$ cat config.mk
export PLATFORM = sky130hd
export DESIGN_NAME = bcp_ctrl
export DESIGN_NICKNAME = d
export VERILOG_FILES = /design/src/bcp_pkg.sv /design/src/bcp_ctrl.sv /design/src/bcp_sync.sv /design/src/bcp_wake_latch.sv
export VERILOG_INCLUDE_DIRS = /design/src
export SDC_FILE = /design/constraint.sdc
export NUM_CORES = 1
export LEC_CHECK = 0
export ABC_AREA = 1
export ABC_CLOCK_PERIOD_IN_PS = 4800
export BUFFER_PORTS_ARGS = -buffer_cell sky130_fd_sc_hd__buf_2
export CAP_MARGIN = 30
export CORE_UTILIZATION = 44
export DETAILED_ROUTE_END_ITERATION = 7
export GPL_ROUTABILITY_DRIVEN = 1
export PLACE_DENSITY = 0.68
export SLEW_MARGIN = 10
export SYNTH_ARGS = -nofsm -noshare
export SYNTH_HDL_FRONTEND = slang
export SYNTH_SLANG_ARGS = --single-unit
$ cat constraint.sdc
create_clock -name ref_clk_in -period 4.8 [get_ports ref_clk_in]
set_input_delay 1.2 -clock ref_clk_in [delete_from_list [all_inputs] [get_ports ref_clk_in]]
set_output_delay 1.2 -clock ref_clk_in [all_outputs]
set_load 0.01 [all_outputs]
$ cat src/bcp_cfg.svh
`ifndef BCP_CFG_SVH
`define BCP_CFG_SVH
// Function
// - decode frequency straps into crystal/clock choice
// - pll multiplier follows selected input frequency
// - boot straps pick usb or flash boot
// - failed flash load falls back to usb
// - hard reset pin tristates every io
// - boot loader runs after hard reset
// - normal mode runs cpu clock and plls
// - four low-power states are provided
// - suspend with phy on keeps only u3 phy clocked; suspend with phy off stops it too
// - io pins hold state in suspend
// - firmware or mailbox write enters suspend
// - dp, dm, id, resume wake suspend with phy on; id, vbus wake suspend with phy off
// - non-reset suspend wake keeps program counter
// - standby wake restarts cpu, resets counter
// - vbus, control line zero, reset leave standby

// register byte offsets
`define BCP_ADDR_CTRL 8'h00
`define BCP_ADDR_STATUS 8'h04
`define BCP_ADDR_INT_STAT 8'h08
`define BCP_ADDR_INT_MASK 8'h0C
// control register bits, write one to request
`define BCP_CTRL_SUSP_ON 0
`define BCP_CTRL_SUSP_OFF 1
`define BCP_CTRL_STANDBY 2
`define BCP_CTRL_PDOWN 3
// interrupt status bits
`define BCP_INT_BOOT_DONE 0
`define BCP_INT_FALLBACK 1
`define BCP_INT_WAKE 2
`define BCP_INT_STRAP_ERR 3
`define BCP_INT_W 4
`define BCP_INT_MASK_RST 4'h0
// wake source bit positions and edge kind (1 = any change)
`define BCP_WAKE_W 6
`define BCP_WK_DP 0
`define BCP_WK_DM 1
`define BCP_WK_ID 2
`define BCP_WK_SUPERSPEED_RECEIVE_PAIR 3
`define BCP_WK_VBUS 4
`define BCP_WK_CTL0 5
`define BCP_WAKE_ANY_CHANGE 6'h07
`define BCP_WAKE_L1_SRC 6'h0F
`define BCP_WAKE_L2_SRC 6'h14
`define BCP_WAKE_L3_SRC 6'h30
// pll multiplier per reference choice
`define BCP_PLL_MULT_19M2 8'h14
`define BCP_PLL_MULT_26M 8'h0F
`define BCP_PLL_MULT_38M4 8'h0A
`define BCP_PLL_MULT_52M 8'h08
// timing
`define BCP_CLK_MHZ 100
`define BCP_POR_TIME_US 1000
`endif

$ cat src/bcp_pkg.sv
package bcp_pkg;
  // one-hot power/sequence state
  typedef enum logic [6:0] {
    BCP_ST_HRST = 7'h01,
    BCP_ST_BOOT = 7'h02,
    BCP_ST_NORM = 7'h04,
    BCP_ST_SUSP_ON = 7'h08,
    BCP_ST_SUSP_OFF = 7'h10,
    BCP_ST_STBY = 7'h20,
    BCP_ST_PDOWN = 7'h40
  } bcp_pstate_t;
  typedef enum logic [1:0] {
    BCP_BOOT_USB = 2'h1,
    BCP_BOOT_FLASH = 2'h2
  } bcp_boot_src_t;
  typedef enum logic [2:0] {
    BCP_REF_XTAL_19M2 = 3'h0,
    BCP_REF_CLK_19M2 = 3'h4,
    BCP_REF_CLK_26M = 3'h5,
    BCP_REF_CLK_38M4 = 3'h6,
    BCP_REF_CLK_52M = 3'h7
  } bcp_ref_sel_t;
endpackage

$ cat src/bcp_ctrl.sv
`timescale 1ns/1ps
`include "bcp_cfg.svh"
module bcp_ctrl import bcp_pkg::*; #(
  parameter int POR_CYCLES = `BCP_POR_TIME_US * `BCP_CLK_MHZ
) (
  input wire logic ref_clk_in,
  input wire logic resetn_in,
  input wire logic hard_resetn_pin_in,
  input wire logic [2:0] ref_freq_select_straps_in,
  input wire logic [2:0] boot_source_straps_in,
  input wire logic [2:0] boot_source_float_in,
  input wire logic loader_done_in,
  input wire logic loader_fail_in,
  input wire logic fw_suspend_req_in,
  input wire logic dp_in,
  input wire logic dm_in,
  input wire logic id_detect_pin_in,
  input wire logic superspeed_receive_pair_resume_in,
  input wire logic vbus_detect_in,
  input wire logic parallel_control_line_zero_in,
  input wire logic [7:0] reg_addr_in,
  input wire logic [31:0] reg_wdata_in,
  input wire logic reg_wr_in,
  input wire logic reg_rd_in,
  output logic [31:0] reg_rdata_out,
  output logic irq_out,
  output logic [2:0] ref_sel_out,
  output logic ref_is_crystal_out,
  output logic [7:0] pll_mult_out,
  output logic [1:0] boot_source_out,
  output logic boot_loader_run_out,
  output logic io_tristate_out,
  output logic io_hold_out,
  output logic cpu_clk_en_out,
  output logic pll_en_out,
  output logic osc_en_out,
  output logic phy_en_out,
  output logic phy_u3_out,
  output logic cpu_pc_reset_out,
  output logic [6:0] power_state_out
);
  localparam int POR_W = $clog2(POR_CYCLES + 1);
  localparam int WW = `BCP_WAKE_W;

  logic rst_meta;
  logic rst_n;
  logic hard_pin_n;
  logic [2:0] fsel_s;
  logic [2:0] boot_lvl_s;
  logic [2:0] boot_flt_s;
  logic [WW-1:0] wake_lvl_s;
  logic [POR_W-1:0] por_cnt;
  logic por_done;
  bcp_pstate_t state;
  bcp_pstate_t next_state;
  bcp_boot_src_t boot_src;
  logic strap_bad;
  logic [WW-1:0] wake_arm;
  logic [WW-1:0] wake_pend;
  logic wake_ack;
  logic any_wake;
  logic [`BCP_INT_W-1:0] int_stat;
  logic [`BCP_INT_W-1:0] int_mask;
  logic [`BCP_INT_W-1:0] int_set;
  logic ctrl_wr;
  logic int_rd;
  logic fallback_ev;

  // reset released through two flops
  always_ff @(posedge ref_clk_in or negedge resetn_in) begin
    if (!resetn_in) begin
      rst_meta <= 1'b0;
      rst_n <= 1'b0;
    end else begin
      rst_meta <= 1'b1;
      rst_n <= rst_meta;
    end
  end

  // pins from outside the clock domain
  bcp_sync #(.WIDTH(9 + WW + 1)) u_pin_sync (
    .clk_in(ref_clk_in),
    .rst_n_in(rst_n),
    .async_in({hard_resetn_pin_in, ref_freq_select_straps_in,
               boot_source_straps_in, boot_source_float_in,
               parallel_control_line_zero_in, vbus_detect_in,
               superspeed_receive_pair_resume_in, id_detect_pin_in,
               dm_in, dp_in}),
    .sync_out({hard_pin_n, fsel_s, boot_lvl_s, boot_flt_s, wake_lvl_s})
  );

  // power-on hold; the far side must keep power stable this long
  always_ff @(posedge ref_clk_in or negedge rst_n) begin
    if (!rst_n) begin
      por_cnt <= '0;
    end else if (!por_done) begin
      por_cnt <= por_cnt + POR_W'(1);
    end
  end
  assign por_done = (por_cnt == POR_W'(POR_CYCLES));

  // wake sources armed only in the states that they may end
  always_comb begin
    wake_arm = '0;
    if (state == BCP_ST_SUSP_ON) begin
      wake_arm = `BCP_WAKE_L1_SRC;
    end else if (state == BCP_ST_SUSP_OFF) begin
      wake_arm = `BCP_WAKE_L2_SRC;
    end else if (state == BCP_ST_STBY) begin
      wake_arm = `BCP_WAKE_L3_SRC;
    end
  end

  bcp_wake_latch #(.WIDTH(WW), .ANY_CHANGE(`BCP_WAKE_ANY_CHANGE)) u_wake (
    .clk_in(ref_clk_in),
    .rst_n_in(rst_n),
    .level_in(wake_lvl_s),
    .arm_in(wake_arm),
    .ack_in(wake_ack),
    .pend_out(wake_pend)
  );
  assign any_wake = |(wake_pend & wake_arm);
  // acknowledged once the controller has left the low-power state
  assign wake_ack = (state == BCP_ST_NORM);

  assign ctrl_wr = reg_wr_in && (reg_addr_in == `BCP_ADDR_CTRL);
  assign int_rd = reg_rd_in && (reg_addr_in == `BCP_ADDR_INT_STAT);

  // sequencing; the hard reset pin overrides every state
  always_comb begin
    next_state = state;
    unique case (state)
      BCP_ST_HRST: begin
        if (por_done && hard_pin_n) begin
          next_state = BCP_ST_BOOT;
        end
      end
      BCP_ST_BOOT: begin
        if (loader_done_in) begin
          next_state = BCP_ST_NORM;
        end
      end
      BCP_ST_NORM: begin
        if (fw_suspend_req_in || (ctrl_wr && reg_wdata_in[`BCP_CTRL_SUSP_ON])) begin
          next_state = BCP_ST_SUSP_ON;
        end else if (ctrl_wr && reg_wdata_in[`BCP_CTRL_SUSP_OFF]) begin
          next_state = BCP_ST_SUSP_OFF;
        end else if (ctrl_wr && reg_wdata_in[`BCP_CTRL_STANDBY]) begin
          next_state = BCP_ST_STBY;
        end else if (ctrl_wr && reg_wdata_in[`BCP_CTRL_PDOWN]) begin
          next_state = BCP_ST_PDOWN;
        end
      end
      BCP_ST_SUSP_ON, BCP_ST_SUSP_OFF, BCP_ST_STBY: begin
        if (any_wake) begin
          next_state = BCP_ST_NORM;
        end
      end
      BCP_ST_PDOWN: begin
        next_state = BCP_ST_PDOWN; // only the reset pin leaves
      end
      default: begin
        next_state = BCP_ST_HRST;
      end
    endcase
    if (!hard_pin_n) begin
      next_state = BCP_ST_HRST;
    end
  end

  always_ff @(posedge ref_clk_in or negedge rst_n) begin
    if (!rst_n) begin
      state <= BCP_ST_HRST;
    end else begin
      state <= next_state;
    end
  end

  // straps latched on the way into boot so a late wiggle cannot move them
  always_ff @(posedge ref_clk_in or negedge rst_n) begin
    if (!rst_n) begin
      boot_src <= BCP_BOOT_USB;
      strap_bad <= 1'b0;
      ref_sel_out <= BCP_REF_XTAL_19M2;
      fallback_ev <= 1'b0;
    end else begin
      fallback_ev <= 1'b0;
      if (state == BCP_ST_HRST && next_state == BCP_ST_BOOT) begin
        ref_sel_out <= fsel_s;
        strap_bad <= 1'b0;
        if (!boot_flt_s[2] && !boot_lvl_s[2] && boot_flt_s[1]
            && !boot_flt_s[0] && boot_lvl_s[0]) begin
          boot_src <= BCP_BOOT_FLASH;
        end else begin
          boot_src <= BCP_BOOT_USB;
          // unlisted patterns boot from usb and raise a flag
          strap_bad <= !(boot_flt_s[2] && boot_flt_s[1:0] == 2'h0
                         && boot_lvl_s[1:0] == 2'h3);
        end
      end else if (state == BCP_ST_BOOT && loader_fail_in
                   && boot_src == BCP_BOOT_FLASH) begin
        boot_src <= BCP_BOOT_USB;
        fallback_ev <= 1'b1;
      end
    end
  end

  // reference decode steers the pll; patterns 001..011 are not listed
  always_ff @(posedge ref_clk_in or negedge rst_n) begin
    if (!rst_n) begin
      pll_mult_out <= `BCP_PLL_MULT_19M2;
      ref_is_crystal_out <= 1'b1;
    end else begin
      ref_is_crystal_out <= !ref_sel_out[2];
      unique case (ref_sel_out)
        BCP_REF_CLK_26M: pll_mult_out <= `BCP_PLL_MULT_26M;
        BCP_REF_CLK_38M4: pll_mult_out <= `BCP_PLL_MULT_38M4;
        BCP_REF_CLK_52M: pll_mult_out <= `BCP_PLL_MULT_52M;
        default: pll_mult_out <= `BCP_PLL_MULT_19M2;
      endcase
    end
  end

  // clocks, pads and cpu controls follow the next state
  always_ff @(posedge ref_clk_in or negedge rst_n) begin
    if (!rst_n) begin
      io_tristate_out <= 1'b1;
      io_hold_out <= 1'b0;
      cpu_clk_en_out <= 1'b0;
      pll_en_out <= 1'b0;
      osc_en_out <= 1'b1;
      phy_en_out <= 1'b0;
      phy_u3_out <= 1'b0;
      boot_loader_run_out <= 1'b0;
      cpu_pc_reset_out <= 1'b1;
      power_state_out <= BCP_ST_HRST;
      boot_source_out <= BCP_BOOT_USB;
    end else begin
      power_state_out <= next_state;
      boot_source_out <= boot_src;
      io_tristate_out <= (next_state == BCP_ST_HRST);
      io_hold_out <= (next_state == BCP_ST_SUSP_ON)
                     || (next_state == BCP_ST_SUSP_OFF)
                     || (next_state == BCP_ST_STBY);
      cpu_clk_en_out <= (next_state == BCP_ST_BOOT)
                        || (next_state == BCP_ST_NORM);
      pll_en_out <= (next_state == BCP_ST_HRST) || (next_state == BCP_ST_BOOT)
                    || (next_state == BCP_ST_NORM);
      osc_en_out <= (next_state == BCP_ST_HRST) || (next_state == BCP_ST_BOOT)
                    || (next_state == BCP_ST_NORM);
      phy_en_out <= (next_state == BCP_ST_NORM)
                    || (next_state == BCP_ST_SUSP_ON);
      phy_u3_out <= (next_state == BCP_ST_SUSP_ON);
      boot_loader_run_out <= (next_state == BCP_ST_BOOT);
      // standby wake restarts the cpu, suspend wake keeps its place
      cpu_pc_reset_out <= (next_state == BCP_ST_HRST)
                          || (state == BCP_ST_STBY && next_state == BCP_ST_NORM);
    end
  end

  // sticky events; a set in the same cycle as the read survives
  always_comb begin
    int_set = '0;
    int_set[`BCP_INT_BOOT_DONE] = (state == BCP_ST_BOOT) && (next_state == BCP_ST_NORM);
    int_set[`BCP_INT_FALLBACK] = fallback_ev;
    int_set[`BCP_INT_WAKE] = any_wake && (next_state == BCP_ST_NORM);
    int_set[`BCP_INT_STRAP_ERR] = (state == BCP_ST_BOOT) && strap_bad;
  end

  always_ff @(posedge ref_clk_in or negedge rst_n) begin
    if (!rst_n) begin
      int_stat <= '0;
    end else begin
      int_stat <= (int_rd ? '0 : int_stat) | int_set;
    end
  end

  always_ff @(posedge ref_clk_in or negedge rst_n) begin
    if (!rst_n) begin
      int_mask <= `BCP_INT_MASK_RST;
    end else if (reg_wr_in && reg_addr_in == `BCP_ADDR_INT_MASK) begin
      int_mask <= reg_wdata_in[`BCP_INT_W-1:0];
    end
  end

  always_ff @(posedge ref_clk_in or negedge rst_n) begin
    if (!rst_n) begin
      irq_out <= 1'b0;
    end else begin
      irq_out <= |(((int_rd ? '0 : int_stat) | int_set) & int_mask);
    end
  end

  // read data stands in the cycle after the strobe only
  always_ff @(posedge ref_clk_in or negedge rst_n) begin
    if (!rst_n) begin
      reg_rdata_out <= 32'h0000_0000;
    end else if (!reg_rd_in) begin
      reg_rdata_out <= 32'h0000_0000;
    end else begin
      unique case (reg_addr_in)
        `BCP_ADDR_STATUS: begin
          reg_rdata_out <= {18'h0_0000, strap_bad, boot_src, ref_sel_out,
                            1'b0, state};
        end
        `BCP_ADDR_INT_STAT: reg_rdata_out <= {28'h000_0000, int_stat};
        `BCP_ADDR_INT_MASK: reg_rdata_out <= {28'h000_0000, int_mask};
        default: reg_rdata_out <= 32'h0000_0000;
      endcase
    end
  end
endmodule

$ cat src/bcp_sync.sv
`timescale 1ns/1ps
// two-stage synchroniser for pin levels
module bcp_sync #(
  parameter int WIDTH = 1
) (
  input wire logic clk_in,
  input wire logic rst_n_in,
  input wire logic [WIDTH-1:0] async_in,
  output logic [WIDTH-1:0] sync_out
);
  logic [WIDTH-1:0] meta;

  // meta feeds only the second stage
  always_ff @(posedge clk_in or negedge rst_n_in) begin
    if (!rst_n_in) begin
      meta <= '0;
      sync_out <= '0;
    end else begin
      meta <= async_in;
      sync_out <= meta;
    end
  end
endmodule

$ cat src/bcp_wake_latch.sv
`timescale 1ns/1ps
// wake event latches: reference level caught when armed, then any
// change (or a rise) sets a sticky request held until ack
module bcp_wake_latch #(
  parameter int WIDTH = 6,
  parameter logic [WIDTH-1:0] ANY_CHANGE = '0
) (
  input wire logic clk_in,
  input wire logic rst_n_in,
  input wire logic [WIDTH-1:0] level_in,
  input wire logic [WIDTH-1:0] arm_in,
  input wire logic ack_in,
  output logic [WIDTH-1:0] pend_out
);
  logic [WIDTH-1:0] ref_lvl;
  logic [WIDTH-1:0] armed_q;
  logic [WIDTH-1:0] hit;

  // a change is only judged once the reference level is held
  always_comb begin
    for (int i = 0; i < WIDTH; i++) begin
      if (ANY_CHANGE[i]) begin
        hit[i] = armed_q[i] && arm_in[i] && (level_in[i] != ref_lvl[i]);
      end else begin
        hit[i] = armed_q[i] && arm_in[i] && level_in[i] && !ref_lvl[i];
      end
    end
  end

  // reference capture on arming
  always_ff @(posedge clk_in or negedge rst_n_in) begin
    if (!rst_n_in) begin
      ref_lvl <= '0;
      armed_q <= '0;
    end else begin
      armed_q <= arm_in;
      for (int i = 0; i < WIDTH; i++) begin
        if (arm_in[i] && !armed_q[i]) begin
          ref_lvl[i] <= level_in[i];
        end
      end
    end
  end

  // sticky request, a new hit wins over the acknowledge
  always_ff @(posedge clk_in or negedge rst_n_in) begin
    if (!rst_n_in) begin
      pend_out <= '0;
    end else begin
      pend_out <= (pend_out & ~{WIDTH{ack_in}}) | hit;
    end
  end
endmodule

==> results_dict.tcl <==
set metrics [dict create \
    outcome "finished, final reports clean" \
    relSlewSlack_pct 55.3 \
    grt_max_degree 50 \
    finalNonFillerCells 722 \
    synth_top_flop_cell "dfrtp_1" \
    die_h_um 108 \
    start_kind "flop" \
    antenna_found_initial 0 \
    grt_pass1_wl_um 16100 \
    yosys_warnings 0 \
    internal_power_mw 1.93 \
    r2r_cells 11 \
    ys_top_cells_by_count "dfrtp_1, nand2_1, inv_1" \
    tightest_slew_ns 0.662 \
    ys_ff_latch 120 \
    crit_cells 1 \
    setup_viol 0 \
    multiInputGateArea_um2 1530 \
    crit_path_max_fanout 7 \
    clock_latency_ns 0.52 \
    area_growth_syn_to_layout_pct 23.0 \
    hold_class "flop to async pin" \
    nNetsFinal 634 \
    cts_root_buf "clkbuf_8" \
    drv_cap 0 \
    synth_seq_area_share_pct 61.3 \
    chipWidth_um 108 \
    fmax_ghz 0.406 \
    vias_per_cell 4.69 \
    synth_most_common_cell "dfrtp_1" \
    p_per_area_nw_per_um2 404 \
    timing.final.crit_share_pct 51.3 \
    worst-path-buf-inv 1 \
    route.detailed.drc 0 \
    wl_per_cell_um 13.0 \
    r2r_setup_slack_ns 2.83 \
    row_count 38 \
    dp.cells 690 \
    finalSetupTns_ns 0 \
    end_kind "output port" \
    pwr-share-seq_pct 42.9 \
    grt_overflow 0 \
    htreeDepth 4 \
    cts_buffer_depth 2 \
    crit_chain "buf_2" \
    drt_pass1_iterations 4 \
    gr-usage-all-layers_pct 18.4 \
    rsz0062_at_grt "false" \
    cts_buffers 17 \
    reg2reg_to "power_state_out[1]" \
    critPathMaxStageDelay_ns 0.53 \
    grt_pass1_vias 3460 \
    clkPwrFrac_pct 54.7 \
    synthArstFlopShare_pct 100 \
    nFillCells 914 \
    wirelength_um 9360 \
    dpl.hpwl_um 6890 \
    start_util_pct 45.3 \
    cp.arrival_ns 1.26 \
    diodes 0 \
    finalCriticalPeriod_ns 2.46 \
    slew_viol_final 0 \
    timing.rr.start "power_state_out[0]" \
    synth_top_cell_by_area "dfrtp_1" \
    cellLeakagePower_nw 3.23 \
    die_area_um2 11600 \
    path_class "flop to output port" \
    drive_gt1_share_pct 27.7 \
    hold_viol 0 \
    postCtsSetupBuffers 0 \
    p_switching_mw 0.512 \
    ctsHoldBuffers 0 \
    num_vias 3387 \
    ys_types 45 \
    synth_top_cells_by_area "dfrtp_1, nand2_1, inv_1, dfstp_2, buf_4" \
    gp_congestion 0.862 \
    io_pins 126 \
    numPortBuffers 75 \
    clock_sinks 120 \
    register_area_um2 3020 \
    synth_top_area_share_pct 56.5 \
    ir_drop_mv 0.185 \
    synth_area_um2 4910 \
    clk_pin_slew_ns 0.06 \
    clock_skew_ns 0.00766 \
    required_ns 3.60 \
    drt_iter0_markers 138 \
    fin_util_pct 55.8 \
    swShare_pct 21.0 \
    slowest_stage "dfrtp_1" \
    syn_area_per_cell_um2 10.3 \
    combPwrFrac_pct 2.4 \
    ant_nets 0 \
    synth_edf_count 0 \
    syn_inst 475 \
    cp_top_family "flip-flops" \
    cts-resized-gates 0 \
    coreArea_um2 10800 \
    cts_tree "yes" \
]
layer usage:
metal	track usage [%]	part of all wire, %	routed length [µm]	vias up
li1	-	-	-	1668
met1	23.2	44	4080	1624
met2	29.0	49	4620	80
met3	5.21	5.3	499	15
met4	9.10	1.7	163	0
met5	0	0	0	-
power by group through the flow:
stage	Sequential, mW	Combinational [mW]	Clock [mW]
finish	1.05	0.0582	1.34
global route	1.05	0.0676	1.41
CTS	1.05	0.0591	1.36
detailed placement	1.06	0.0588	0
global placement	1.07	0.0470	0
floorplan	1.07	0.0358	0
worst max path at each step:
stage / from / to
floorplan: rst_n / boot_loader_run_out
global placement: reg_addr_in[1] / pll_en_out
detailed placement: reg_addr_in[1] / pll_en_out
CTS: power_state_out[4] / power_state_out[4]
global route: reg_addr_in[1] / pll_en_out
finish: power_state_out[4] / power_state_out[4]
logic make-up (layout without fill, tap and decap cells):
logic type,count (synthesis),count (layout),share of synthesized area [%]
buffers and inverters,97,183,9.12
other,2,23,0.153
AND/OR/NAND/NOR,193,193,19.5
XOR/XNOR,17,17,3.03
flip-flops,120,120,61.3
multiplexers,7,7,1.60
AO/OA/AOI/OAI,37,37,4.79
adder cells (fa/ha/maj),2,2,0.509
state kept, by name, summed over array words and instances (netlist names), 2 cells and up:
signal / flops
por_cnt: 17
u_pin_sync.meta: 16
u_pin_sync.sync_out: 16
reg_rdata_out: 13
power_state_out: 7
u_wake.pend_out: 6
u_wake.ref_lvl: 6
pll_mult_out: 5
int_mask: 4
int_stat: 4
u_wake.armed_q: 4
ref_sel_out: 3
boot_source_out: 2
boot_src: 2
through the flow:
stage               power [mW]  setup slack, ns  hold WS [ns]  cell area (µm²)
floorplan                 1.11             1.23         0.331             4990
global placement          1.12             2.06         0.332             5380
detailed placement        1.12             2.01         0.305             5410
CTS                       2.47             2.34         0.307             6050
global route              2.53             2.31         0.332             6050
finish                    2.44             2.34         0.282             6050
cell usage in the layout, fill, tap and decap left out, types with 3 or more instances in the layout:
cell type	Yosys	layout
a21oi_1	5	5
buf_2	1	75
bufinv_16	0	4
clkbuf_16	0	16
clkbuf_8	0	3
clkinv_4	0	3
conb_1	2	23
dfrtp_1	111	110
dfstp_2	9	9
inv_1	66	66
inv_2	8	8
inv_6	0	3
mux2_2	7	7
nand2_1	79	79
nand2_2	8	8
nand3_1	28	28
nand3_2	3	3
nand4_1	10	10
nor2_1	31	31
nor2_2	3	3
nor2_4	4	4
nor3_1	8	8
nor4_1	6	6
o211ai_1	3	3
o21ai_0	13	13
o21ai_1	3	3
o32ai_1	3	3
xnor2_1	4	4
xor2_1	13	13
final cells by class:
type	count	area share [%]
clock buffers	19	7.31
clock inverters	13	3.19
inverters	74	4.59
multi-input cells	279	25.3
flip-flops and latches	120	49.9
well taps	140	2.90
repair buffers	77	6.79
No activity file was read; power rests on OpenSTA's default activity.
